### src/smp_pkg.sv
// shared constants and types for the serial message parser
`default_nettype none

package smp_pkg;

   // -------------------------------------------------------------
   // structure
   // -------------------------------------------------------------
   localparam int SLOTS     = 4;
   localparam int SLOT_W    = 2;
   localparam int MAX_BYTES = 16;
   localparam int POS_W     = 4;
   localparam int SEQ_BYTES = 4;
   localparam int ADDR_W    = 12;

   // -------------------------------------------------------------
   // register offsets (byte addresses, one 32-bit word each)
   // -------------------------------------------------------------
   localparam logic [11:0] REG_CTRL      = 12'h000;
   localparam logic [11:0] REG_SYNC      = 12'h004;
   localparam logic [11:0] REG_STATUS    = 12'h008;
   localparam logic [11:0] REG_COUNT     = 12'h00C;
   localparam logic [11:0] REG_SLOT_BASE = 12'h010;
   localparam logic [11:0] REG_SLOT_END  = 12'h030;
   localparam logic [3:0]  REG_DATA_PAGE = 4'h1;

   // -------------------------------------------------------------
   // fields and reset values
   // -------------------------------------------------------------
   localparam int CTRL_EN_BIT      = 0;
   localparam int CTRL_SNARF_BIT   = 1;
   localparam int CTRL_LEN_END_BIT = 2;
   localparam int CTRL_SYNC_BIT    = 3;
   localparam logic [3:0]  CTRL_RESET = 4'h0;
   localparam logic [15:0] SYNC_RESET = 16'h000C;
   localparam logic [31:0] CFG_RESET  = 32'h0000_0000;
   localparam logic [31:0] SEQ_RESET  = 32'h0000_0000;
   localparam int CFG_LEN_LSB   = 0;
   localparam int CFG_WILD_LSB  = 4;
   localparam int CFG_STOP_LSB  = 8;
   localparam int CFG_COUNT_LSB = 16;
   localparam logic [31:0] CFG_MASK = 32'h001F_FFF7;

   // -------------------------------------------------------------
   // timing
   // -------------------------------------------------------------
   localparam int CLK_PERIOD_NS = 10;
   localparam int SYNC_UNIT_NS  = 1000000;
   localparam int CYC_PER_MS    = SYNC_UNIT_NS / CLK_PERIOD_NS;

   typedef enum logic {SMP_HUNT, SMP_COLLECT} smp_state_e;

endpackage

`default_nettype wire

### src/smp_idle_timer.sv
// line idle timer that flags a gap of the programmed length
`default_nettype none

module smp_idle_timer #(
   parameter int P_CYC_PER_MS = 100000
) (
   input  wire logic        i_ref_clk,
   input  wire logic        i_reset,
   input  wire logic        i_byte,
   input  wire logic [15:0] i_interval_ms,
   output logic             o_gap
);

   logic [16:0] cyc_r,  cyc_nxt;
   logic [15:0] ms_r,   ms_nxt;
   logic        done_r, done_nxt;
   logic        gap_r,  gap_nxt;

   // a zero interval disables gap detection; one flag per idle period
   always_comb begin
      cyc_nxt  = cyc_r;
      ms_nxt   = ms_r;
      done_nxt = done_r;
      gap_nxt  = 1'b0;
      if (i_byte) begin
         cyc_nxt  = 17'h00000;
         ms_nxt   = 16'h0000;
         done_nxt = 1'b0;
      end else if (!done_r && i_interval_ms != 16'h0000) begin
         if (cyc_r == 17'(P_CYC_PER_MS - 1)) begin
            cyc_nxt = 17'h00000;
            ms_nxt  = ms_r + 16'h0001;
            if (ms_r + 16'h0001 >= i_interval_ms) begin
               gap_nxt  = 1'b1;
               done_nxt = 1'b1;
            end
         end else begin
            cyc_nxt = cyc_r + 17'h00001;
         end
      end
   end

   always_ff @(posedge i_ref_clk or posedge i_reset) begin
      if (i_reset) begin
         cyc_r  <= 17'h00000;
         ms_r   <= 16'h0000;
         done_r <= 1'b0;
         gap_r  <= 1'b0;
      end else begin
         cyc_r  <= cyc_nxt;
         ms_r   <= ms_nxt;
         done_r <= done_nxt;
         gap_r  <= gap_nxt;
      end
   end

   assign o_gap = gap_r;

endmodule

`default_nettype wire

### src/smp_parser.sv
// serial message parser: slot capture, idle-gap framing and snarfer pass-through
// Notes on behaviour
// - instances with the same start and stop sequence land in one slot, any length.
// - shorter instances leave later stored words in place; stale byte may follow the stop byte.
// - snarfer mode passes every received byte onward, bypassing the slot parser.
// - with no start sequence, an idle gap of the sync interval delimits messages.
// - idle-gap framing is selectable even when a start value exists in payload.
// - sync interval is programmed per channel in milliseconds, e.g. twelve.
// - a wildcard covers exactly one whole start byte; other bytes match exactly.
// - wildcards are given per byte as a mask beside the hex start sequence.
// - 16-bit words; even position holds bytes 2k,2k+1, odd position swapped.
// - outside idle-gap framing only the start sequence selects the slot; length or stop only ends parsing.
`default_nettype none

module smp_parser #(
   parameter int P_CYC_PER_MS = smp_pkg::CYC_PER_MS
) (
   input  wire logic                            i_ref_clk,
   input  wire logic                            i_reset,
   input  wire logic [smp_pkg::ADDR_W-1:0]      i_addr,
   input  wire logic [31:0]                     i_wr_data,
   input  wire logic                            i_wr_en,
   input  wire logic                            i_rd_en,
   output logic      [31:0]                     o_rd_data,
   input  wire logic [7:0]                      i_rx_data,
   input  wire logic                            i_rx_valid,
   output logic      [7:0]                      o_snarf_data,
   output logic                                 o_snarf_valid,
   output logic                                 o_msg_done,
   output logic      [smp_pkg::SLOT_W-1:0]      o_msg_slot
);

   localparam int MEM_N = smp_pkg::SLOTS * smp_pkg::MAX_BYTES;

   // -------------------------------------------------------------
   // state
   // -------------------------------------------------------------
   logic [3:0]                  ctrl_r,     ctrl_nxt;
   logic [15:0]                 sync_ms_r,  sync_ms_nxt;
   logic [31:0]                 seq_r       [smp_pkg::SLOTS];
   logic [31:0]                 seq_nxt     [smp_pkg::SLOTS];
   logic [31:0]                 cfg_r       [smp_pkg::SLOTS];
   logic [31:0]                 cfg_nxt     [smp_pkg::SLOTS];
   logic [7:0]                  mem_r       [MEM_N];
   logic [7:0]                  mem_nxt     [MEM_N];
   logic [23:0]                 hist_r,     hist_nxt;
   smp_pkg::smp_state_e         state_r,    state_nxt;
   logic [smp_pkg::SLOT_W-1:0]  slot_r,     slot_nxt;
   logic [4:0]                  idx_r,      idx_nxt;
   logic                        gap_seen_r, gap_seen_nxt;
   logic [15:0]                 count_r,    count_nxt;
   logic [7:0]                  snarf_r,    snarf_nxt;
   logic                        snarf_v_r,  snarf_v_nxt;
   logic                        done_r,     done_nxt;
   logic [smp_pkg::SLOT_W-1:0]  dslot_r,    dslot_nxt;
   logic [31:0]                 rd_r,       rd_nxt;

   logic                        gap;
   logic [31:0]                 cand;
   logic [smp_pkg::SLOTS*32-1:0] seq_flat;
   logic [smp_pkg::SLOTS*3-1:0] len_flat;
   logic [smp_pkg::SLOTS*4-1:0] wild_flat;
   logic                        hit;
   logic [smp_pkg::SLOT_W-1:0]  hit_slot;
   logic [2:0]                  hit_len;
   logic [smp_pkg::SLOT_W-1:0]  sync_slot;

   assign cand = {hist_r, i_rx_data};

   for (genvar s = 0; s < smp_pkg::SLOTS; s++) begin : g_flat
      assign seq_flat[s*32 +: 32] = seq_r[s];
      assign len_flat[s*3 +: 3]   = cfg_r[s][smp_pkg::CFG_LEN_LSB +: 3];
      assign wild_flat[s*4 +: 4]  = cfg_r[s][smp_pkg::CFG_WILD_LSB +: 4];
   end

   // -------------------------------------------------------------
   // helpers
   // -------------------------------------------------------------
   smp_idle_timer #(
      .P_CYC_PER_MS (P_CYC_PER_MS)
   ) u_idle (
      .i_ref_clk     (i_ref_clk),
      .i_reset       (i_reset),
      .i_byte        (i_rx_valid),
      .i_interval_ms (sync_ms_r),
      .o_gap         (gap)
   );

   smp_start_match u_match (
      .i_cand (cand),
      .i_seq  (seq_flat),
      .i_len  (len_flat),
      .i_wild (wild_flat),
      .o_hit  (hit),
      .o_slot (hit_slot),
      .o_len  (hit_len)
   );

   // idle-gap messages go to the lowest slot without a start sequence
   always_comb begin
      sync_slot = '0;
      for (int s = smp_pkg::SLOTS - 1; s >= 0; s--) begin
         if (cfg_r[s][smp_pkg::CFG_LEN_LSB +: 3] == 3'd0) begin
            sync_slot = smp_pkg::SLOT_W'(s);
         end
      end
   end

   // -------------------------------------------------------------
   // parser
   // -------------------------------------------------------------
   always_comb begin
      logic [4:0] cnt;
      logic [7:0] stop;
      logic       end_now;
      logic       reopen;
      logic [5:0] base;
      cnt          = cfg_r[slot_r][smp_pkg::CFG_COUNT_LSB +: 5];
      stop         = cfg_r[slot_r][smp_pkg::CFG_STOP_LSB +: 8];
      end_now      = 1'b0;
      reopen       = 1'b0;
      base         = 6'h00;
      mem_nxt      = mem_r;
      hist_nxt     = hist_r;
      state_nxt    = state_r;
      slot_nxt     = slot_r;
      idx_nxt      = idx_r;
      gap_seen_nxt = gap_seen_r | gap;
      count_nxt    = count_r;
      snarf_nxt    = snarf_r;
      snarf_v_nxt  = 1'b0;
      done_nxt     = 1'b0;
      dslot_nxt    = dslot_r;
      if (cnt == 5'd0) begin
         cnt = 5'(smp_pkg::MAX_BYTES);
      end
      if (!ctrl_r[smp_pkg::CTRL_EN_BIT]) begin
         state_nxt = smp_pkg::SMP_HUNT;
      end else if (ctrl_r[smp_pkg::CTRL_SNARF_BIT]) begin
         // every byte is forwarded; slot parsing is held off
         state_nxt = smp_pkg::SMP_HUNT;
         if (i_rx_valid) begin
            snarf_nxt   = i_rx_data;
            snarf_v_nxt = 1'b1;
         end
      end else begin
         case (state_r)
            smp_pkg::SMP_HUNT: begin
               if (i_rx_valid) begin
                  hist_nxt = cand[23:0];
                  if (ctrl_r[smp_pkg::CTRL_SYNC_BIT]) begin
                     // first byte after an idle gap opens the message
                     if (gap_seen_r || gap) begin
                        gap_seen_nxt = 1'b0;
                        slot_nxt     = sync_slot;
                        base         = {sync_slot, 4'h0};
                        mem_nxt[base] = i_rx_data;
                        idx_nxt      = 5'd1;
                        state_nxt    = smp_pkg::SMP_COLLECT;
                     end
                  end else if (hit) begin
                     slot_nxt = hit_slot;
                     base     = {hit_slot, 4'h0};
                     for (int i = 0; i < smp_pkg::SEQ_BYTES; i++) begin
                        if (3'(i) < hit_len) begin
                           mem_nxt[base + 6'(i)] = cand[8*(int'(hit_len) - 1 - i) +: 8];
                        end
                     end
                     idx_nxt   = {2'b00, hit_len};
                     state_nxt = smp_pkg::SMP_COLLECT;
                  end
               end
            end
            smp_pkg::SMP_COLLECT: begin
               if (ctrl_r[smp_pkg::CTRL_SYNC_BIT] && gap) begin
                  // idle gap closes the instance; the next byte opens another
                  end_now = 1'b1;
                  reopen  = i_rx_valid;
               end else if (i_rx_valid) begin
                  hist_nxt = cand[23:0];
                  base     = {slot_r, 4'h0};
                  // old bytes beyond a short instance are left in place
                  if (idx_r < 5'(smp_pkg::MAX_BYTES)) begin
                     mem_nxt[base + 6'(idx_r)] = i_rx_data;
                  end
                  // keep counting past the store limit so a long length end still fires
                  if (idx_r != 5'h1F) begin
                     idx_nxt = idx_r + 5'd1;
                  end
                  if (ctrl_r[smp_pkg::CTRL_LEN_END_BIT]) begin
                     end_now = (idx_r + 5'd1 >= cnt);
                  end else if (!ctrl_r[smp_pkg::CTRL_SYNC_BIT]) begin
                     end_now = (i_rx_data == stop);
                  end
               end
               if (end_now) begin
                  state_nxt = smp_pkg::SMP_HUNT;
                  done_nxt  = 1'b1;
                  dslot_nxt = slot_r;
                  count_nxt = count_r + 16'h0001;
               end
               // a byte on the gap pulse is already the first of the next instance
               if (reopen) begin
                  hist_nxt      = cand[23:0];
                  gap_seen_nxt  = 1'b0;
                  slot_nxt      = sync_slot;
                  base          = {sync_slot, 4'h0};
                  mem_nxt[base] = i_rx_data;
                  idx_nxt       = 5'd1;
                  state_nxt     = smp_pkg::SMP_COLLECT;
               end
            end
            default: begin
               state_nxt = smp_pkg::SMP_HUNT;
            end
         endcase
      end
   end

   // -------------------------------------------------------------
   // register port
   // -------------------------------------------------------------
   always_comb begin
      logic [11:0] rel;
      logic [5:0]  pair;
      rel         = i_addr - smp_pkg::REG_SLOT_BASE;
      pair        = {i_addr[7:6], i_addr[5:3], 1'b0};
      ctrl_nxt    = ctrl_r;
      sync_ms_nxt = sync_ms_r;
      seq_nxt     = seq_r;
      cfg_nxt     = cfg_r;
      rd_nxt      = 32'h0000_0000;
      if (i_wr_en) begin
         if (i_addr == smp_pkg::REG_CTRL) begin
            ctrl_nxt = i_wr_data[3:0];
         end else if (i_addr == smp_pkg::REG_SYNC) begin
            sync_ms_nxt = i_wr_data[15:0];
         end else if (i_addr >= smp_pkg::REG_SLOT_BASE && i_addr < smp_pkg::REG_SLOT_END &&
                      i_addr[1:0] == 2'b00) begin
            if (rel[2]) begin
               cfg_nxt[rel[4:3]] = i_wr_data & smp_pkg::CFG_MASK;
            end else begin
               seq_nxt[rel[4:3]] = i_wr_data;
            end
         end
      end
      if (i_rd_en) begin
         if (i_addr == smp_pkg::REG_CTRL) begin
            rd_nxt = {28'h0000000, ctrl_r};
         end else if (i_addr == smp_pkg::REG_SYNC) begin
            rd_nxt = {16'h0000, sync_ms_r};
         end else if (i_addr == smp_pkg::REG_STATUS) begin
            rd_nxt = {19'h00000, idx_r, 2'h0, gap_seen_r,
                      (state_r == smp_pkg::SMP_COLLECT), slot_r, dslot_r};
         end else if (i_addr == smp_pkg::REG_COUNT) begin
            rd_nxt = {16'h0000, count_r};
         end else if (i_addr >= smp_pkg::REG_SLOT_BASE && i_addr < smp_pkg::REG_SLOT_END &&
                      i_addr[1:0] == 2'b00) begin
            rd_nxt = rel[2] ? cfg_r[rel[4:3]] : seq_r[rel[4:3]];
         end else if (i_addr[11:8] == smp_pkg::REG_DATA_PAGE && i_addr[1:0] == 2'b00) begin
            // even position: first byte high; odd position: same pair swapped
            if (i_addr[2]) begin
               rd_nxt = {16'h0000, mem_r[pair + 6'd1], mem_r[pair]};
            end else begin
               rd_nxt = {16'h0000, mem_r[pair], mem_r[pair + 6'd1]};
            end
         end
      end
   end

   // -------------------------------------------------------------
   // registers
   // -------------------------------------------------------------
   always_ff @(posedge i_ref_clk or posedge i_reset) begin
      if (i_reset) begin
         ctrl_r     <= smp_pkg::CTRL_RESET;
         sync_ms_r  <= smp_pkg::SYNC_RESET;
         for (int s = 0; s < smp_pkg::SLOTS; s++) begin
            seq_r[s] <= smp_pkg::SEQ_RESET;
            cfg_r[s] <= smp_pkg::CFG_RESET;
         end
         for (int m = 0; m < MEM_N; m++) begin
            mem_r[m] <= 8'h00;
         end
         hist_r     <= 24'h000000;
         state_r    <= smp_pkg::SMP_HUNT;
         slot_r     <= '0;
         idx_r      <= 5'd0;
         gap_seen_r <= 1'b0;
         count_r    <= 16'h0000;
         snarf_r    <= 8'h00;
         snarf_v_r  <= 1'b0;
         done_r     <= 1'b0;
         dslot_r    <= '0;
         rd_r       <= 32'h0000_0000;
      end else begin
         ctrl_r     <= ctrl_nxt;
         sync_ms_r  <= sync_ms_nxt;
         seq_r      <= seq_nxt;
         cfg_r      <= cfg_nxt;
         mem_r      <= mem_nxt;
         hist_r     <= hist_nxt;
         state_r    <= state_nxt;
         slot_r     <= slot_nxt;
         idx_r      <= idx_nxt;
         gap_seen_r <= gap_seen_nxt;
         count_r    <= count_nxt;
         snarf_r    <= snarf_nxt;
         snarf_v_r  <= snarf_v_nxt;
         done_r     <= done_nxt;
         dslot_r    <= dslot_nxt;
         rd_r       <= rd_nxt;
      end
   end

   assign o_rd_data     = rd_r;
   assign o_snarf_data  = snarf_r;
   assign o_snarf_valid = snarf_v_r;
   assign o_msg_done    = done_r;
   assign o_msg_slot    = dslot_r;

endmodule

`default_nettype wire

### src/smp_start_match.sv
// start sequence matcher over the most recent received bytes
`default_nettype none

module smp_start_match (
   input  wire logic [31:0]                        i_cand,
   input  wire logic [smp_pkg::SLOTS*32-1:0]       i_seq,
   input  wire logic [smp_pkg::SLOTS*3-1:0]        i_len,
   input  wire logic [smp_pkg::SLOTS*4-1:0]        i_wild,
   output logic                                    o_hit,
   output logic [smp_pkg::SLOT_W-1:0]              o_slot,
   output logic [2:0]                              o_len
);

   logic [smp_pkg::SLOTS-1:0] hit;

   // i_cand holds the newest byte in bits 7:0; sequence byte 0 is sent first
   for (genvar s = 0; s < smp_pkg::SLOTS; s++) begin : g_slot
      always_comb begin
         logic [2:0] len;
         logic       ok;
         len = i_len[s*3 +: 3];
         ok  = (len != 3'd0) && (len <= 3'(smp_pkg::SEQ_BYTES));
         for (int i = 0; i < smp_pkg::SEQ_BYTES; i++) begin
            if (3'(i) < len) begin
               // a wildcard stands for one whole byte and matches anything
               if (!i_wild[s*4 + i] &&
                   i_seq[s*32 + 8*i +: 8] != i_cand[8*(int'(len) - 1 - i) +: 8]) begin
                  ok = 1'b0;
               end
            end
         end
         hit[s] = ok;
      end
   end

   // lowest slot wins when two sequences overlap
   always_comb begin
      o_hit  = 1'b0;
      o_slot = '0;
      o_len  = 3'd0;
      for (int s = smp_pkg::SLOTS - 1; s >= 0; s--) begin
         if (hit[s]) begin
            o_hit  = 1'b1;
            o_slot = smp_pkg::SLOT_W'(s);
            o_len  = i_len[s*3 +: 3];
         end
      end
   end

endmodule

`default_nettype wire
### config.mk
export PLATFORM = sky130hd
export DESIGN_NAME = smp_parser
export DESIGN_NICKNAME = d
export VERILOG_FILES = /design/src/smp_pkg.sv /design/src/smp_idle_timer.sv /design/src/smp_parser.sv /design/src/smp_start_match.sv
export SDC_FILE = /design/constraint.sdc
export NUM_CORES = 2
export LEC_CHECK = 0
export BUFFER_PORTS_ARGS = -buffer_cell sky130_fd_sc_hd__buf_2
export CAP_MARGIN = 20
export CORE_UTILIZATION = 45
export CTS_BUF_LIST = sky130_fd_sc_hd__clkbuf_4
export DETAILED_ROUTE_END_ITERATION = 7
export HOLD_SLACK_MARGIN = 0.12
export RECOVER_POWER = 25
export SKIP_LAST_GASP = 1
export SYNTH_ARGS = -nofsm -noshare
export SYNTH_HDL_FRONTEND = slang
export SYNTH_HIERARCHICAL = 1
export SYNTH_SLANG_ARGS = --single-unit
### constraint.sdc
create_clock -name i_ref_clk -period 75.3 [get_ports i_ref_clk]
set_clock_uncertainty 0.15 [all_clocks]
set_input_delay 15.06 -clock i_ref_clk [delete_from_list [all_inputs] [get_ports i_ref_clk]]
set_output_delay 15.06 -clock i_ref_clk [all_outputs]
set_load 0.03 [all_outputs]
==> results.cfg <==
[outcome]
status = finished with violations
violations = max-capacitance violations, max-slew violations

[sta]
max_freq_ghz = 0.0430
maxSlewViolCount = 506
finalCritPeriodShare = 0.309
relSlewSlack = -2.64
setup_viol = 0
worst_pin_slew_ps = 5430
holdWs_ps = 333
hold_viol_final = 0
min_period_ps = 23260
layout_setup_ws_ps = 52040
rsz0062_at_grt = false
tns_ps = 0

[die]
start_util = 0.454
die-area_um2 = 117000
die_y_um = 342
io_pins = 101
num_rows = 124
fp.dieW_um = 342
core-area_um2 = 114000

[global_routing]
grtUsageTotal = 0.318
grt_pass1_vias = 40300
antenna_found_initial = 9
grt-ovfl-total = 0
grt_max_degree = 179
grt_pass1_wl_mm = 275

[clock_tree]
ctsLongestPathBuffers = 3
cts-buffers-inserted = 226
ctsRootBufferMaster = clkbuf_4
cts-hold-fix-buffers = 0
htree_levels = 4
tritoncts = built
post_cts_buffers = 0
cts_resized = 0
cts_sinks = 868
insertion_delay_ps = 1240
cts.clk_slew.worst_paths_ps = 70

[synth]
yosysTopAreaCellShare = 0.417
synth_cells = 4466
yosysTopAreaCell = dfrtp_1
ys_ff_latch = 868
yosys_warnings = 9
synth_edf_count = 0
synth.area.top_cells = dfrtp_1, mux2_2, mux4_2
synth.avg_cell_area_um2 = 11.6
async_reset_ff_frac = 1.00
syn-cell-area_um2 = 51900
synth_nets = 4587
synthFlopType = dfrtp_1
seq_area_frac_synth = 0.418
synth_cell_types = 104

[routing]
drt_iter0_drc = 4707
wire_per_inst_um = 29.7
ant_nets = 0
vias = 41400
route.detailed.drc = 0
vias_per_cell = 6.62
finalWirelength_mm = 186
drt_pass1_iterations = 7

[placement]
place.gp.congestion = 0.964
post_dp_cell_area_um2 = 53800
place_ws_ps = 52890
place_hpwl_mm = 123
portBuffers = 100

[pwr]
switchingPower_uw = 256
internal_power_uw = 691
p_clk_frac = 0.439
pwr-share-seq = 0.494
power_frac_comb = 0.066
swShare = 0.270
p_leak_nw = 24.7
p_per_area_nw_per_um2 = 16.7
max-vdd-ir-drop_mv = 0.0153

[min_path]
min_path_type = flip-flop to flip-flop

[critical_path]
cp_max_fo = 64
critPathKind = input pin to flip-flop
crit_required_ps = 76320
end_kind = flip-flop
critPathLaunchType = input pin
arrival_ps = 24280

[finish]
fillers = 10400
final_nets = 4692
final_area_um2 = 56600
syn2layout_area_growth_pct = 9.09
postLayoutCoreUtil = 0.495
drive_gt1_frac = 0.328

[run]
drv_cap = 9
through the flow:
step	cells	total power [mW]
final	6254	0.947
after global routing	6253	0.988
after CTS	6243	0.957
after detailed placement	5851	0.539
after global placement	5847	0.539
after floorplan	4466	0.515
cells in the mapped netlist (83+ instances only):
cell type / number
mux2i_1: 85
nand2_1: 343
inv_1: 87
o221ai_1: 88
a21oi_1: 101
clkbuf_1: 201
nor2_1: 262
mux2_2: 660
dfrtp_1: 866
mux4_2: 293
o21a_1: 83
o21ai_0: 187
routing by layer:
metal,vias to the layer above,share of wire,global-route usage
li1,17400,-,-
met1,21100,0.40,0.428
met2,2385,0.45,0.482
met3,550,0.094,0.0667
met4,4,0.054,0.168
met5,-,0.00012,0
cells by family (layout without fill, tap and decap cells):
kind of cell | after synthesis | in the layout | synth area share
AND/OR/NAND/NOR | 1044 | 1044 | 0.0990
XOR/XNOR | 121 | 121 | 0.0204
flip-flops | 868 | 868 | 0.418
multiplexers | 1039 | 1039 | 0.287
other | 0 | 7 | 0
buffers and inverters | 416 | 685 | 0.0340
AO/OA/AOI/OAI | 914 | 914 | 0.126
adder cells (fa/ha/maj) | 64 | 64 | 0.0154
final cells by class:
class | instances | area (µm²) | area share
Timing Repair Buffer | 202 | 1350 | 0.0238
Tap cell | 1512 | 1890 | 0.0334
Clock inverter | 67 | 388 | 0.00685
Antenna cell | 7 | 17.5 | 0.000309
Multi-Input combinational cell | 3182 | 28500 | 0.503
Inverter | 91 | 343 | 0.00605
Sequential cell | 868 | 21700 | 0.384
Clock buffer | 325 | 2440 | 0.0431
power by group through the flow:
| stage | sequential, mW | clock, mW | combinational [mW] |
|---|---|---|---|
| after floorplan | 0.477 | 0 | 0.0382 |
| after global placement | 0.477 | 0 | 0.0619 |
| after detailed placement | 0.477 | 0 | 0.0622 |
| after CTS | 0.468 | 0.427 | 0.0624 |
| after global routing | 0.468 | 0.453 | 0.0668 |
| final | 0.468 | 0.416 | 0.0630 |
flip-flops by register name, indices dropped and copies added (netlist names), named ones only:
register,cells
u_idle/ms_r,16
o_snarf_data,8
gap_seen_r,1
u_idle/o_gap,1
u_idle/cyc_r,17
ctrl_r,4
u_idle/done_r,1
mem_r,512
sync_ms_r,16
cfg_r,80
o_snarf_valid,1
o_rd_data,32
slot_r,2
seq_flat,128
state_r,1
o_msg_slot,2
count_r,16
idx_r,5
o_msg_done,1
path summary, 6_finish.rpt:
check                                        endpoint  slack (ps)  cells after the start                    from
setup reg to reg               mem_r[247]$_DFFE_PP0P_       66070                     25   cfg_r[64]$_DFFE_PP0P_
max in group asynchronous      mem_r[415]$_DFFE_PP0P_       53400                      5                 i_reset
min in group asynchronous  u_idle/ms_r[0]$_DFFE_PP0P_       14410                      3                 i_reset
hold reg to reg                mem_r[100]$_DFFE_PP0P_         330                      2  mem_r[100]$_DFFE_PP0P_
hold / removal                 mem_r[100]$_DFFE_PP0P_         330                      2  mem_r[100]$_DFFE_PP0P_
setup / recovery               mem_r[247]$_DFFE_PP0P_       52040                     22            i_rx_data[0]
cells in the final DEF (no fill, tap or decap), drive strengths merged, types with 14 or more instances in the layout:
| cell type | count |
|---|---|
| dfrtp | 866 |
| nand2 | 344 |
| xor2 | 50 |
| xnor2 | 71 |
| nand3 | 71 |
| o21ai | 189 |
| a22oi | 47 |
| o211ai | 48 |
| and2 | 26 |
| o31ai | 14 |
| nand2b | 27 |
| or3 | 23 |
| a22o | 41 |
| or2 | 22 |
| o22ai | 45 |
| a211oi | 26 |
| o22a | 27 |
| o221ai | 88 |
| or4 | 18 |
| a21oi | 102 |
| clkinv | 60 |
| nor3 | 51 |
| nor4 | 26 |
| o32ai | 21 |
| nor2b | 33 |
| buf | 187 |
| mux2i | 85 |
| inv | 93 |
| nor2 | 263 |
| clkbuf | 339 |
| ha | 64 |
| nor4bb | 15 |
| o21a | 84 |
| a21o | 17 |
| nand3b | 21 |
| mux2 | 661 |
| mux4 | 293 |
| nand4 | 33 |
| and3 | 30 |
| a31oi | 51 |
worst max-delay path, cell delays in order:
cell and delay, ps:
buf_4 200, clkbuf_1 2720, mux4_2 870, a31oi_1 100, o32ai_1 150, a41oi_1 280, a2111oi_4 500, o21ai_2 180
o311a_1 200, a211oi_4 250, buf_4 570, inv_1 230, ha_1 300, ha_1 630, ha_1 300, nor3b_1 200
a21oi_1 60, o22a_1 190, nor2_1 500, nand2_1 280, o221ai_1 240, o21a_1 160
Note: power is estimated with default switching activity, not from simulation.
